File: src/shared/ied_pkg.sv
// ied_pkg: constants shared by the interrupt and exception dispatch block.
// assumes a 32-bit APB register window and 8-bit vector numbers.
package ied_pkg;
  // ==========================================================
  // register map (byte addresses)
  localparam logic [7:0] OFF_CTRL   = 8'h00;
  localparam logic [7:0] OFF_BASE   = 8'h04;
  localparam logic [7:0] OFF_LIMIT  = 8'h08;
  localparam logic [7:0] OFF_STATUS = 8'h0C;
  // ctrl fields
  localparam int CTRL_IF    = 0;
  localparam int CTRL_TF    = 1;
  localparam int CTRL_PMODE = 2;
  // status fields
  localparam int ST_VEC_LO  = 0;
  localparam int ST_CLS_LO  = 8;
  localparam int ST_NMI_ACT = 10;
  localparam int ST_NMI_PND = 11;
  localparam int ST_HALTED  = 12;
  localparam int ST_LIM_ERR = 13;
  localparam int ST_MGMT    = 14;
  // ==========================================================
  // reset values of the vector table pointer
  localparam logic [31:0] TBL_BASE_RST  = 32'h0000_0000;
  localparam logic [15:0] TBL_LIMIT_RST = 16'h03FF;
  // ==========================================================
  // fixed vectors
  localparam logic [7:0] VEC_DIV   = 8'h00;
  localparam logic [7:0] VEC_DEBUG = 8'h01;
  localparam logic [7:0] VEC_NMI   = 8'h02;
  localparam logic [7:0] VEC_BRK   = 8'h03;
  localparam logic [7:0] VEC_OVF   = 8'h04;
  localparam logic [7:0] VEC_BOUND = 8'h05;
  localparam logic [7:0] VEC_DBLF  = 8'h08;
  localparam logic [7:0] VEC_CSOV  = 8'h09;
  // descriptor entry sizes minus one
  localparam logic [10:0] ENT_LAST_REAL = 11'h003;
  localparam logic [10:0] ENT_LAST_PROT = 11'h007;
  // ==========================================================
  // exception classes
  typedef enum logic [1:0] {
    CLS_TRAP  = 2'h0,
    CLS_FAULT = 2'h1,
    CLS_ABORT = 2'h2,
    CLS_MASKABLE_REQUEST  = 2'h3
  } ied_cls_t;
  // descriptor gate types
  localparam logic [1:0] GATE_MASKABLE_REQUEST = 2'h0;
  localparam logic [1:0] GATE_TRAP = 2'h1;
  localparam logic [1:0] GATE_TASK = 2'h2;
  // clocks per acknowledge bus cycle
  localparam logic [2:0] ACK_LEN = 3'h4;
endpackage

File: src/core/ied_dispatch.sv
// ied_dispatch: interrupt and exception dispatch for the core.
// assumes core event inputs are on I_MCLK; request pins and the
// acknowledge data bus are asynchronous and are synchronised here.
//
// Our own choices: the register offsets and register access over APB.
`timescale 1ns/1ps
`default_nettype none
module ied_dispatch (
  input  wire logic        I_MCLK,
  input  wire logic        I_RST,
  input  wire logic        PSEL,
  input  wire logic        PENABLE,
  input  wire logic        PWRITE,
  input  wire logic [7:0]  PADDR,
  input  wire logic [31:0] PWDATA,
  output logic      [31:0] PRDATA,
  output logic             PREADY,
  output logic             PSLVERR,
  input  wire logic        I_NMI_PIN,
  input  wire logic        I_MASKABLE_REQUEST,
  input  wire logic        I_SYSTEM_MGMT_REQUEST,
  input  wire logic [7:0]  I_ACK_DATA,
  input  wire logic        I_BOUNDARY,
  input  wire logic        I_STR_WINDOW,
  input  wire logic        I_RETURN_FROM_HANDLER,
  input  wire logic        I_RET_IF,
  input  wire logic        I_HALT,
  input  wire logic        I_MGMT_EXIT,
  input  wire logic        I_SWI_VALID,
  input  wire logic [7:0]  I_SWI_VEC,
  input  wire logic        I_EXC_VALID,
  input  wire logic [7:0]  I_EXC_VEC,
  input  wire logic        I_DATA_BP,
  input  wire logic        I_INSTR_BP,
  input  wire logic [1:0]  I_GATE_TYPE,
  input  wire logic [31:0] I_CUR_IP,
  input  wire logic [31:0] I_NEXT_IP,
  output logic             O_DISPATCH,
  output logic      [7:0]  O_VECTOR,
  output logic      [1:0]  O_CLASS,
  output logic      [31:0] O_SAVED_IP,
  output logic             O_SAVED_IF,
  output logic             O_RESTARTABLE,
  output logic      [31:0] O_ENTRY_ADDR,
  output logic             O_LIMIT_ERR,
  output logic             O_MGMT_ENTRY,
  output logic             O_ACK_CYCLE,
  output logic             O_ACK_SECOND,
  output logic             O_ACK_LOCK,
  output logic             O_IF,
  output logic             O_HALTED
);
  // ==========================================================
  // state
  typedef enum logic [2:0] {
    ST_IDLE = 3'b001,
    ST_ACK1 = 3'b010,
    ST_ACK2 = 3'b100
  } ied_st_t;

  ied_st_t     st_reg, st_next;
  logic [2:0]  nmi_s_reg, nmi_s_next;
  logic [1:0]  int_s_reg, int_s_next, smi_s_reg, smi_s_next;
  logic [7:0]  ack_s1_reg, ack_s1_next, ack_s2_reg, ack_s2_next;
  logic [2:0]  cnt_reg, cnt_next;
  logic        if_reg, if_next, tf_reg, tf_next, pm_reg, pm_next;
  logic [31:0] base_reg, base_next;
  logic [15:0] limit_reg, limit_next;
  logic        nmi_act_reg, nmi_act_next, nmi_pnd_reg, nmi_pnd_next;
  logic [3:0]  depth_reg, depth_next;
  logic        halt_reg, halt_next, mgmt_reg, mgmt_next;
  logic        disp_reg, disp_next, mgent_reg, mgent_next;
  logic [7:0]  vec_reg, vec_next;
  logic [1:0]  cls_reg, cls_next;
  logic [31:0] sip_reg, sip_next, ent_reg, ent_next;
  logic        sif_reg, sif_next, rst_reg, rst_next;
  logic        lerr_reg, lerr_next;
  logic [31:0] ip_hold_reg, ip_hold_next;
  logic [31:0] prdata_reg, prdata_next;
  logic        pready_reg, pready_next, pslv_reg, pslv_next;
  logic        ack_reg, ack_next;

  // ==========================================================
  // vector class lookup
  function automatic logic [1:0] exc_class(input logic [7:0] v);
    logic [1:0] c;
    c = ied_pkg::CLS_FAULT;
    // aborts cannot restart
    // abort vectors
    if (v == ied_pkg::VEC_DBLF || v == ied_pkg::VEC_CSOV) begin
      c = ied_pkg::CLS_ABORT;
    end else if (v == ied_pkg::VEC_BRK || v == ied_pkg::VEC_OVF) begin
      c = ied_pkg::CLS_TRAP;
    end
    return c;
  endfunction
  logic        nmi_edge, int_ok, smi_req, apb_wr, apb_set;
  logic        take, wake;
  logic [7:0]  t_vec;
  logic [1:0]  t_cls;
  logic [31:0] t_ip;
  logic [10:0] off, last;

  // ==========================================================
  // dispatch, flags and bus
  always_comb begin
    st_next      = st_reg;
    nmi_s_next   = {nmi_s_reg[1:0], I_NMI_PIN};
    int_s_next   = {int_s_reg[0], I_MASKABLE_REQUEST};
    smi_s_next   = {smi_s_reg[0], I_SYSTEM_MGMT_REQUEST};
    ack_s1_next  = I_ACK_DATA;
    ack_s2_next  = ack_s1_reg;
    cnt_next     = cnt_reg;
    if_next      = if_reg;
    tf_next      = tf_reg;
    pm_next      = pm_reg;
    base_next    = base_reg;
    limit_next   = limit_reg;
    nmi_act_next = nmi_act_reg;
    nmi_pnd_next = nmi_pnd_reg;
    depth_next   = depth_reg;
    halt_next    = halt_reg;
    mgmt_next    = mgmt_reg;
    disp_next    = 1'b0;
    mgent_next   = 1'b0;
    vec_next     = vec_reg;
    cls_next     = cls_reg;
    sip_next     = sip_reg;
    sif_next     = sif_reg;
    rst_next     = rst_reg;
    ent_next     = ent_reg;
    lerr_next    = lerr_reg;
    ip_hold_next = ip_hold_reg;
    take         = 1'b0;
    t_vec        = vec_reg;
    t_cls        = cls_reg;
    t_ip         = I_NEXT_IP;
    // reads only the second and third stages
    nmi_edge = nmi_s_reg[1] & ~nmi_s_reg[2];
    int_ok   = int_s_reg[1] & if_reg;
    smi_req  = smi_s_reg[1] & ~mgmt_reg;

    if (nmi_edge) begin
      nmi_pnd_next = 1'b1;
    end

    // nmi cannot wake a halt inside its handler
    wake = smi_req | int_ok | (nmi_pnd_reg & ~nmi_act_reg);

    if (st_reg == ST_IDLE) begin
      if (I_EXC_VALID) begin
        take  = 1'b1;
        t_vec = I_EXC_VEC;
        t_cls = exc_class(I_EXC_VEC);
        t_ip  = I_CUR_IP;
      end else if (I_BOUNDARY && !halt_reg) begin
        // mgmt first, then debug and software traps, then instruction break, then nmi, then maskable
        if (smi_req) begin
          mgmt_next  = 1'b1;
          mgent_next = 1'b1;
        end else if (tf_reg || I_DATA_BP) begin
          // step and data break are traps
          take  = 1'b1;
          t_vec = ied_pkg::VEC_DEBUG;
          t_cls = ied_pkg::CLS_TRAP;
        end else if (I_SWI_VALID) begin
          take  = 1'b1;
          t_vec = I_SWI_VEC;
          t_cls = ied_pkg::CLS_TRAP;
        end else if (I_INSTR_BP) begin
          take  = 1'b1;
          t_vec = ied_pkg::VEC_DEBUG;
          t_cls = ied_pkg::CLS_FAULT;
          t_ip  = I_CUR_IP;
        end else if (nmi_pnd_reg && !nmi_act_reg) begin
          take         = 1'b1;
          t_vec        = ied_pkg::VEC_NMI;
          t_cls        = ied_pkg::CLS_MASKABLE_REQUEST;
          nmi_act_next = 1'b1;
          nmi_pnd_next = nmi_edge;
        end else if (int_ok) begin
          // saved pointer is the next instruction
          ip_hold_next = I_NEXT_IP;
          st_next      = ST_ACK1;
          cnt_next     = ied_pkg::ACK_LEN;
        end
      end else if (I_STR_WINDOW && int_ok && !halt_reg) begin
        ip_hold_next = I_CUR_IP;
        st_next      = ST_ACK1;
        cnt_next     = ied_pkg::ACK_LEN;
      end else if (halt_reg && wake) begin
        halt_next = 1'b0;
      end
    end else begin
      cnt_next = cnt_reg - 3'h1;
      if (cnt_reg == 3'h1) begin
        if (st_reg == ST_ACK1) begin
          st_next  = ST_ACK2;
          cnt_next = ied_pkg::ACK_LEN;
        end else begin
          // vector taken as supplied by the controller
          st_next = ST_IDLE;
          take    = 1'b1;
          t_vec   = ack_s2_reg;
          t_cls   = ied_pkg::CLS_MASKABLE_REQUEST;
          t_ip    = ip_hold_reg;
        end
      end
    end

    if (I_HALT) begin
      halt_next = 1'b1;
    end
    // an entry in the same cycle wins over the exit
    if (I_MGMT_EXIT && !mgent_next) begin
      mgmt_next = 1'b0;
    end

    // return restores flag and unwinds nesting
    if (I_RETURN_FROM_HANDLER) begin
      if_next = I_RET_IF;
      if (depth_reg != 4'h0) begin
        depth_next = depth_reg - 4'h1;
      end else begin
        // nmi handler itself returns, so nmi is no longer active
        nmi_act_next = 1'b0;
      end
    end

    // real mode 4 bytes, protected 8 bytes
    off  = pm_reg ? {t_vec, 3'h0} : {1'b0, t_vec, 2'h0};
    last = off + (pm_reg ? ied_pkg::ENT_LAST_PROT
                         : ied_pkg::ENT_LAST_REAL);

    // APB writes land before the hardware flag clear
    apb_set = PSEL & ~PENABLE;
    apb_wr  = PSEL & PENABLE & PWRITE & pready_reg;
    if (apb_wr) begin
      case (PADDR)
        ied_pkg::OFF_CTRL: begin
          if_next = PWDATA[ied_pkg::CTRL_IF];
          tf_next = PWDATA[ied_pkg::CTRL_TF];
          pm_next = PWDATA[ied_pkg::CTRL_PMODE];
        end
        ied_pkg::OFF_BASE:  base_next  = PWDATA;
        ied_pkg::OFF_LIMIT: limit_next = PWDATA[15:0];
        default: ;
      endcase
    end

    if (take) begin
      disp_next = 1'b1;
      vec_next  = t_vec;
      cls_next  = t_cls;
      sip_next  = t_ip;
      sif_next  = if_reg;
      rst_next  = (t_cls != ied_pkg::CLS_ABORT);
      // base plus scaled vector, checked on limit
      ent_next  = base_reg + {21'h0, off};
      lerr_next = ({5'h0, last} > limit_reg);
      if (nmi_act_reg) begin
        depth_next = depth_reg + 4'h1;
      end
      if (pm_reg && I_GATE_TYPE == ied_pkg::GATE_MASKABLE_REQUEST) begin
        if_next = 1'b0;
      end
    end

    ack_next    = (st_next != ST_IDLE);
    pready_next = apb_set;
    pslv_next   = apb_set && (PADDR > ied_pkg::OFF_STATUS ||
                              PADDR[1:0] != 2'h0);
    prdata_next = 32'h0;
    if (apb_set && !PWRITE) begin
      case (PADDR)
        ied_pkg::OFF_CTRL: begin
          prdata_next[ied_pkg::CTRL_IF]    = if_reg;
          prdata_next[ied_pkg::CTRL_TF]    = tf_reg;
          prdata_next[ied_pkg::CTRL_PMODE] = pm_reg;
        end
        ied_pkg::OFF_BASE:  prdata_next = base_reg;
        ied_pkg::OFF_LIMIT: prdata_next = {16'h0, limit_reg};
        ied_pkg::OFF_STATUS: begin
          prdata_next[ied_pkg::ST_VEC_LO +: 8] = vec_reg;
          prdata_next[ied_pkg::ST_CLS_LO +: 2] = cls_reg;
          prdata_next[ied_pkg::ST_NMI_ACT]     = nmi_act_reg;
          prdata_next[ied_pkg::ST_NMI_PND]     = nmi_pnd_reg;
          prdata_next[ied_pkg::ST_HALTED]      = halt_reg;
          prdata_next[ied_pkg::ST_LIM_ERR]     = lerr_reg;
          prdata_next[ied_pkg::ST_MGMT]        = mgmt_reg;
        end
        default: prdata_next = 32'h0;
      endcase
    end
  end

  // ==========================================================
  // registers
  always_ff @(posedge I_MCLK) begin
    if (I_RST) begin
      st_reg      <= ST_IDLE;
      nmi_s_reg   <= 3'h0;
      int_s_reg   <= 2'h0;
      smi_s_reg   <= 2'h0;
      ack_s1_reg  <= 8'h00;
      ack_s2_reg  <= 8'h00;
      cnt_reg     <= 3'h0;
      if_reg      <= 1'b0;
      tf_reg      <= 1'b0;
      pm_reg      <= 1'b0;
      base_reg    <= ied_pkg::TBL_BASE_RST;
      limit_reg   <= ied_pkg::TBL_LIMIT_RST;
      nmi_act_reg <= 1'b0;
      nmi_pnd_reg <= 1'b0;
      depth_reg   <= 4'h0;
      halt_reg    <= 1'b0;
      mgmt_reg    <= 1'b0;
      disp_reg    <= 1'b0;
      mgent_reg   <= 1'b0;
      vec_reg     <= 8'h00;
      cls_reg     <= 2'h0;
      sip_reg     <= 32'h0;
      sif_reg     <= 1'b0;
      rst_reg     <= 1'b0;
      ent_reg     <= 32'h0;
      lerr_reg    <= 1'b0;
      ip_hold_reg <= 32'h0;
      prdata_reg  <= 32'h0;
      pready_reg  <= 1'b0;
      pslv_reg    <= 1'b0;
      ack_reg     <= 1'b0;
    end else begin
      st_reg      <= st_next;
      nmi_s_reg   <= nmi_s_next;
      int_s_reg   <= int_s_next;
      smi_s_reg   <= smi_s_next;
      ack_s1_reg  <= ack_s1_next;
      ack_s2_reg  <= ack_s2_next;
      cnt_reg     <= cnt_next;
      if_reg      <= if_next;
      tf_reg      <= tf_next;
      pm_reg      <= pm_next;
      base_reg    <= base_next;
      limit_reg   <= limit_next;
      nmi_act_reg <= nmi_act_next;
      nmi_pnd_reg <= nmi_pnd_next;
      depth_reg   <= depth_next;
      halt_reg    <= halt_next;
      mgmt_reg    <= mgmt_next;
      disp_reg    <= disp_next;
      mgent_reg   <= mgent_next;
      vec_reg     <= vec_next;
      cls_reg     <= cls_next;
      sip_reg     <= sip_next;
      sif_reg     <= sif_next;
      rst_reg     <= rst_next;
      ent_reg     <= ent_next;
      lerr_reg    <= lerr_next;
      ip_hold_reg <= ip_hold_next;
      prdata_reg  <= prdata_next;
      pready_reg  <= pready_next;
      pslv_reg    <= pslv_next;
      ack_reg     <= ack_next;
    end
  end

  // ack cycle and lock come from ack_reg and ack second from a state bit, so no gate sits before the pins
  assign PRDATA        = prdata_reg;
  assign PREADY        = pready_reg;
  assign PSLVERR       = pslv_reg;
  assign O_DISPATCH    = disp_reg;
  assign O_VECTOR      = vec_reg;
  assign O_CLASS       = cls_reg;
  assign O_SAVED_IP    = sip_reg;
  assign O_SAVED_IF    = sif_reg;
  assign O_RESTARTABLE = rst_reg;
  assign O_ENTRY_ADDR  = ent_reg;
  assign O_LIMIT_ERR   = lerr_reg;
  assign O_MGMT_ENTRY  = mgent_reg;
  assign O_ACK_CYCLE   = ack_reg;
  assign O_ACK_SECOND  = st_reg[2];
  assign O_ACK_LOCK    = ack_reg;
  assign O_IF          = if_reg;
  assign O_HALTED      = halt_reg;
endmodule
`default_nettype wire

File: config.mk
export PLATFORM = sky130hd
export DESIGN_NAME = ied_dispatch
export DESIGN_NICKNAME = d
export VERILOG_FILES = /design/src/shared/ied_pkg.sv /design/src/core/ied_dispatch.sv
export SDC_FILE = /design/constraint.sdc
export NUM_CORES = 1
export LEC_CHECK = 0
export BUFFER_PORTS_ARGS = -buffer_cell sky130_fd_sc_hd__buf_2
export CORE_MARGIN = 1.5
export CORE_UTILIZATION = 29
export CTS_CLUSTER_SIZE = 30
export DETAILED_ROUTE_END_ITERATION = 8
export SLEW_MARGIN = 15
export SYNTH_ARGS = -nofsm -noshare
export SYNTH_HDL_FRONTEND = slang
export SYNTH_SLANG_ARGS = --single-unit
File: constraint.sdc
create_clock -name I_MCLK -period 5.7 [get_ports I_MCLK]
set_input_delay 0.855 -clock I_MCLK [delete_from_list [all_inputs] [get_ports I_MCLK]]
set_output_delay 0.855 -clock I_MCLK [all_outputs]
set_load 0.02 [all_outputs]
==> flow_summary.ini <==
[yosys]
ys.flop_type = dfxtp_1
ys_seq_area_share_pct = 45.0
netlist_area_mm2 = 0.0104
ys_ff_latch = 234
ys_types = 62
yosysWarnings = 0
syn_inst = 1210
synth_area_per_cell_um2 = 8.60
synth_edf_count = 0
async_flop_share_pct = 0
synth_nets = 1381

[floorplanning]
core_area_mm2 = 0.0354
core.rowCount = 69
io_pins = 266
fp.dieW_um = 192
dieHeight_um = 192
start_util_pct = 29.4
floorplan.die_area_mm2 = 0.0370

[power]
power.switching_mw = 1.08
p_int_mw = 3.04
swShare_pct = 26.2
combPwrFrac_pct = 11.9
ir_worst_vdd_uv = 210
power.density_mw_per_mm2 = 317
leakage_nw = 5.39
finalPower_mw = 4.11
p_clk_share_pct = 45.5
p_seq_share_pct = 42.5

[placement]
hpwl_um = 24200
globalplace.congestion = 0.910
placed_cell_area_mm2 = 0.0120
place_ws_ns = 1.15
numPortBuffers = 265
dpl.cell_count = 1862

[clock_network]
cts_setup_buffers = 0
cts-root-buf = clkbuf_16
cts_buffer_depth = 3
cts_hold_buffers = 0
cts.repair.resized = 0
numCtsBuffers = 27
clk_pin_slew_worst_paths_ns = 0.06
cts.sinks = 234
tritoncts = yes
clock_latency_ns = 0.54
h-tree-depth = 1

[timing]
skew_ns = 0.00979
whs_ns = 0.439
fmax_mhz = 249
setup_viol = 0
period_needed_ns = 4.01
fin_ws_ns = 1.69
tightest_slew_ns = 0.935
fin_crit_sh_pct = 70.4
hold_violations = 0
rsz0062_at_grt = false
maxSlewHeadroom_pct = 37.5
drv_slew = 0
setup_tns_ns = 0

[cells_and_area]
fillCellCount = 3573
final_common_cell = buf_2
final_cell_mix = buf_2 (264), dfxtp_1 (234), nand2_1 (200)
fin_util_pct = 36.7
area_growth_pct = 24.8
nNetsFinal = 1601
drive_above_1_share_pct = 24.8
stdcell_area_mm2 = 0.0130
instances_no_fill = 1911

[global_routing]
grt_pass1_vias = 9393
antenna_found_initial = 1
grt_pass1_wl_um = 52800
grt_max_degree = 68
overflow = 0
grt_use_total_pct = 18.2

[worst_setup_path]
arrival_ns = 4.41
critPathKind = input port to flop
crit_path_end_kind = flop
crit_fanout = 13
cp_data_required_time_ns = 6.10
cp-start-kind = input port

[status]
run_status = complete, no violations

[detailed_routing]
drc_errors = 0
finalWirelength_um = 34700
vias = 9915
viasPerCell = 5.19
dr.first_iter.drc_count = 632
wl_per_cell_um = 18.2
postRouteAntennaNets = 0
first_pass_iters = 7

[hold_path]
worst_hold_path_type = flop to flop

[flow_run]
maxCapViolCount = 0
final timing paths:
path	to	cells past startpoint	startpoint	slack [ns]
worst min-delay path	nmi_s_reg[1]	1	nmi_s_reg[0]	0.44
worst max register to register	O_ENTRY_ADDR[28]	17	cnt_reg[1]	1.71
worst max-delay path	O_ENTRY_ADDR[28]	15	I_INSTR_BP	1.69
worst min register to register	nmi_s_reg[1]	1	nmi_s_reg[0]	0.44
synth_stat cells, types with 3 or more instances:
cell type | count | share of area [%]
nor2_1 | 95 | 3.4
mux4_2 | 3 | 0.65
or3_1 | 7 | 0.42
a21o_1 | 5 | 0.36
nand3_1 | 15 | 0.72
o21bai_1 | 3 | 0.22
mux2_2 | 4 | 0.43
or2_2 | 3 | 0.18
nand2_1 | 200 | 7.2
a31oi_1 | 4 | 0.24
nor3_1 | 14 | 0.67
buf_2 | 13 | 0.63
a222oi_1 | 32 | 3.1
o21ai_0 | 76 | 3.7
dfxtp_1 | 234 | 45
nand4_1 | 3 | 0.18
or4_1 | 3 | 0.22
inv_1 | 20 | 0.72
a311oi_1 | 36 | 3.0
mux2i_1 | 28 | 2.7
a211oi_2 | 5 | 0.60
a211oi_1 | 5 | 0.36
xnor2_1 | 21 | 1.8
o211ai_1 | 8 | 0.58
nand2b_1 | 12 | 0.72
a221oi_1 | 7 | 0.59
xor2_1 | 5 | 0.42
clkbuf_1 | 67 | 2.4
nand3b_1 | 11 | 0.79
buf_6 | 9 | 0.97
nor2b_1 | 35 | 2.1
nor4_1 | 6 | 0.36
nor3b_1 | 5 | 0.36
buf_4 | 3 | 0.22
a21oi_1 | 121 | 5.8
and2_1 | 20 | 1.2
ha_1 | 22 | 2.6
a22oi_1 | 14 | 1.0
and3_1 | 6 | 0.36
and4_1 | 4 | 0.34
power groups by stage:
| stage | Clock (mW) | Sequential [mW] | Combinational, mW |
|---|---|---|---|
| after floorplan | 0 | 1.82 | 0.253 |
| after global placement | 0 | 1.78 | 0.484 |
| after detailed placement | 0 | 1.78 | 0.489 |
| after CTS | 1.92 | 1.75 | 0.492 |
| after global routing | 1.99 | 1.75 | 0.540 |
| final | 1.87 | 1.75 | 0.491 |
critical path, stage by stage:
cell and delay, ns:
buf_2 0.11, or4_1 0.65, nor3_1 0.34, a21oi_1 0.15, a22oi_1 0.33, nand3_1 0.11
o21ai_0 0.22, fa_1 0.33, a211oi_1 0.09, o21ai_0 0.25, a31oi_1 0.13, buf_4 0.21
nor4_1 0.37, xnor2_1 0.18, a211oi_2 0.08
layout make-up:
type                    instances  area [µm²]  area share, %
clock buffers                  35         756           5.82
repair buffers                283        1460           11.3
inverters                      20        75.1          0.578
diodes                          1        2.50         0.0193
well taps                     461         577           4.44
clock inverters                13         200           1.54
flip-flops and latches        234        4680           36.1
multi-input cells             864        5220           40.2
routing by layer:
metal / global-route usage (%) / part of all wire (%) / vias to the layer above
li1: - / - / 4743
met1: 24.5 / 45 / 4705
met2: 28.9 / 44 / 403
met3: 3.47 / 8.4 / 64
met4: 6.14 / 2.5 / 0
met5: 0 / 0 / -
kinds of logic (layout without fill, tap and decap cells):
group                    Yosys count  after routing  share of synthesized area [%]
AO/OA/AOI/OAI                    331            331                           21.0
XOR/XNOR                          26             26                           2.19
adder cells (fa/ha/maj)           23             23                           2.84
buffers and inverters            112            351                           4.96
flip-flops                       234            234                           45.0
multiplexers                      35             35                           3.78
other                              0              1                              0
AND/OR/NAND/NOR                  449            449                           20.2
Note: power is estimated with default switching activity, not from simulation.
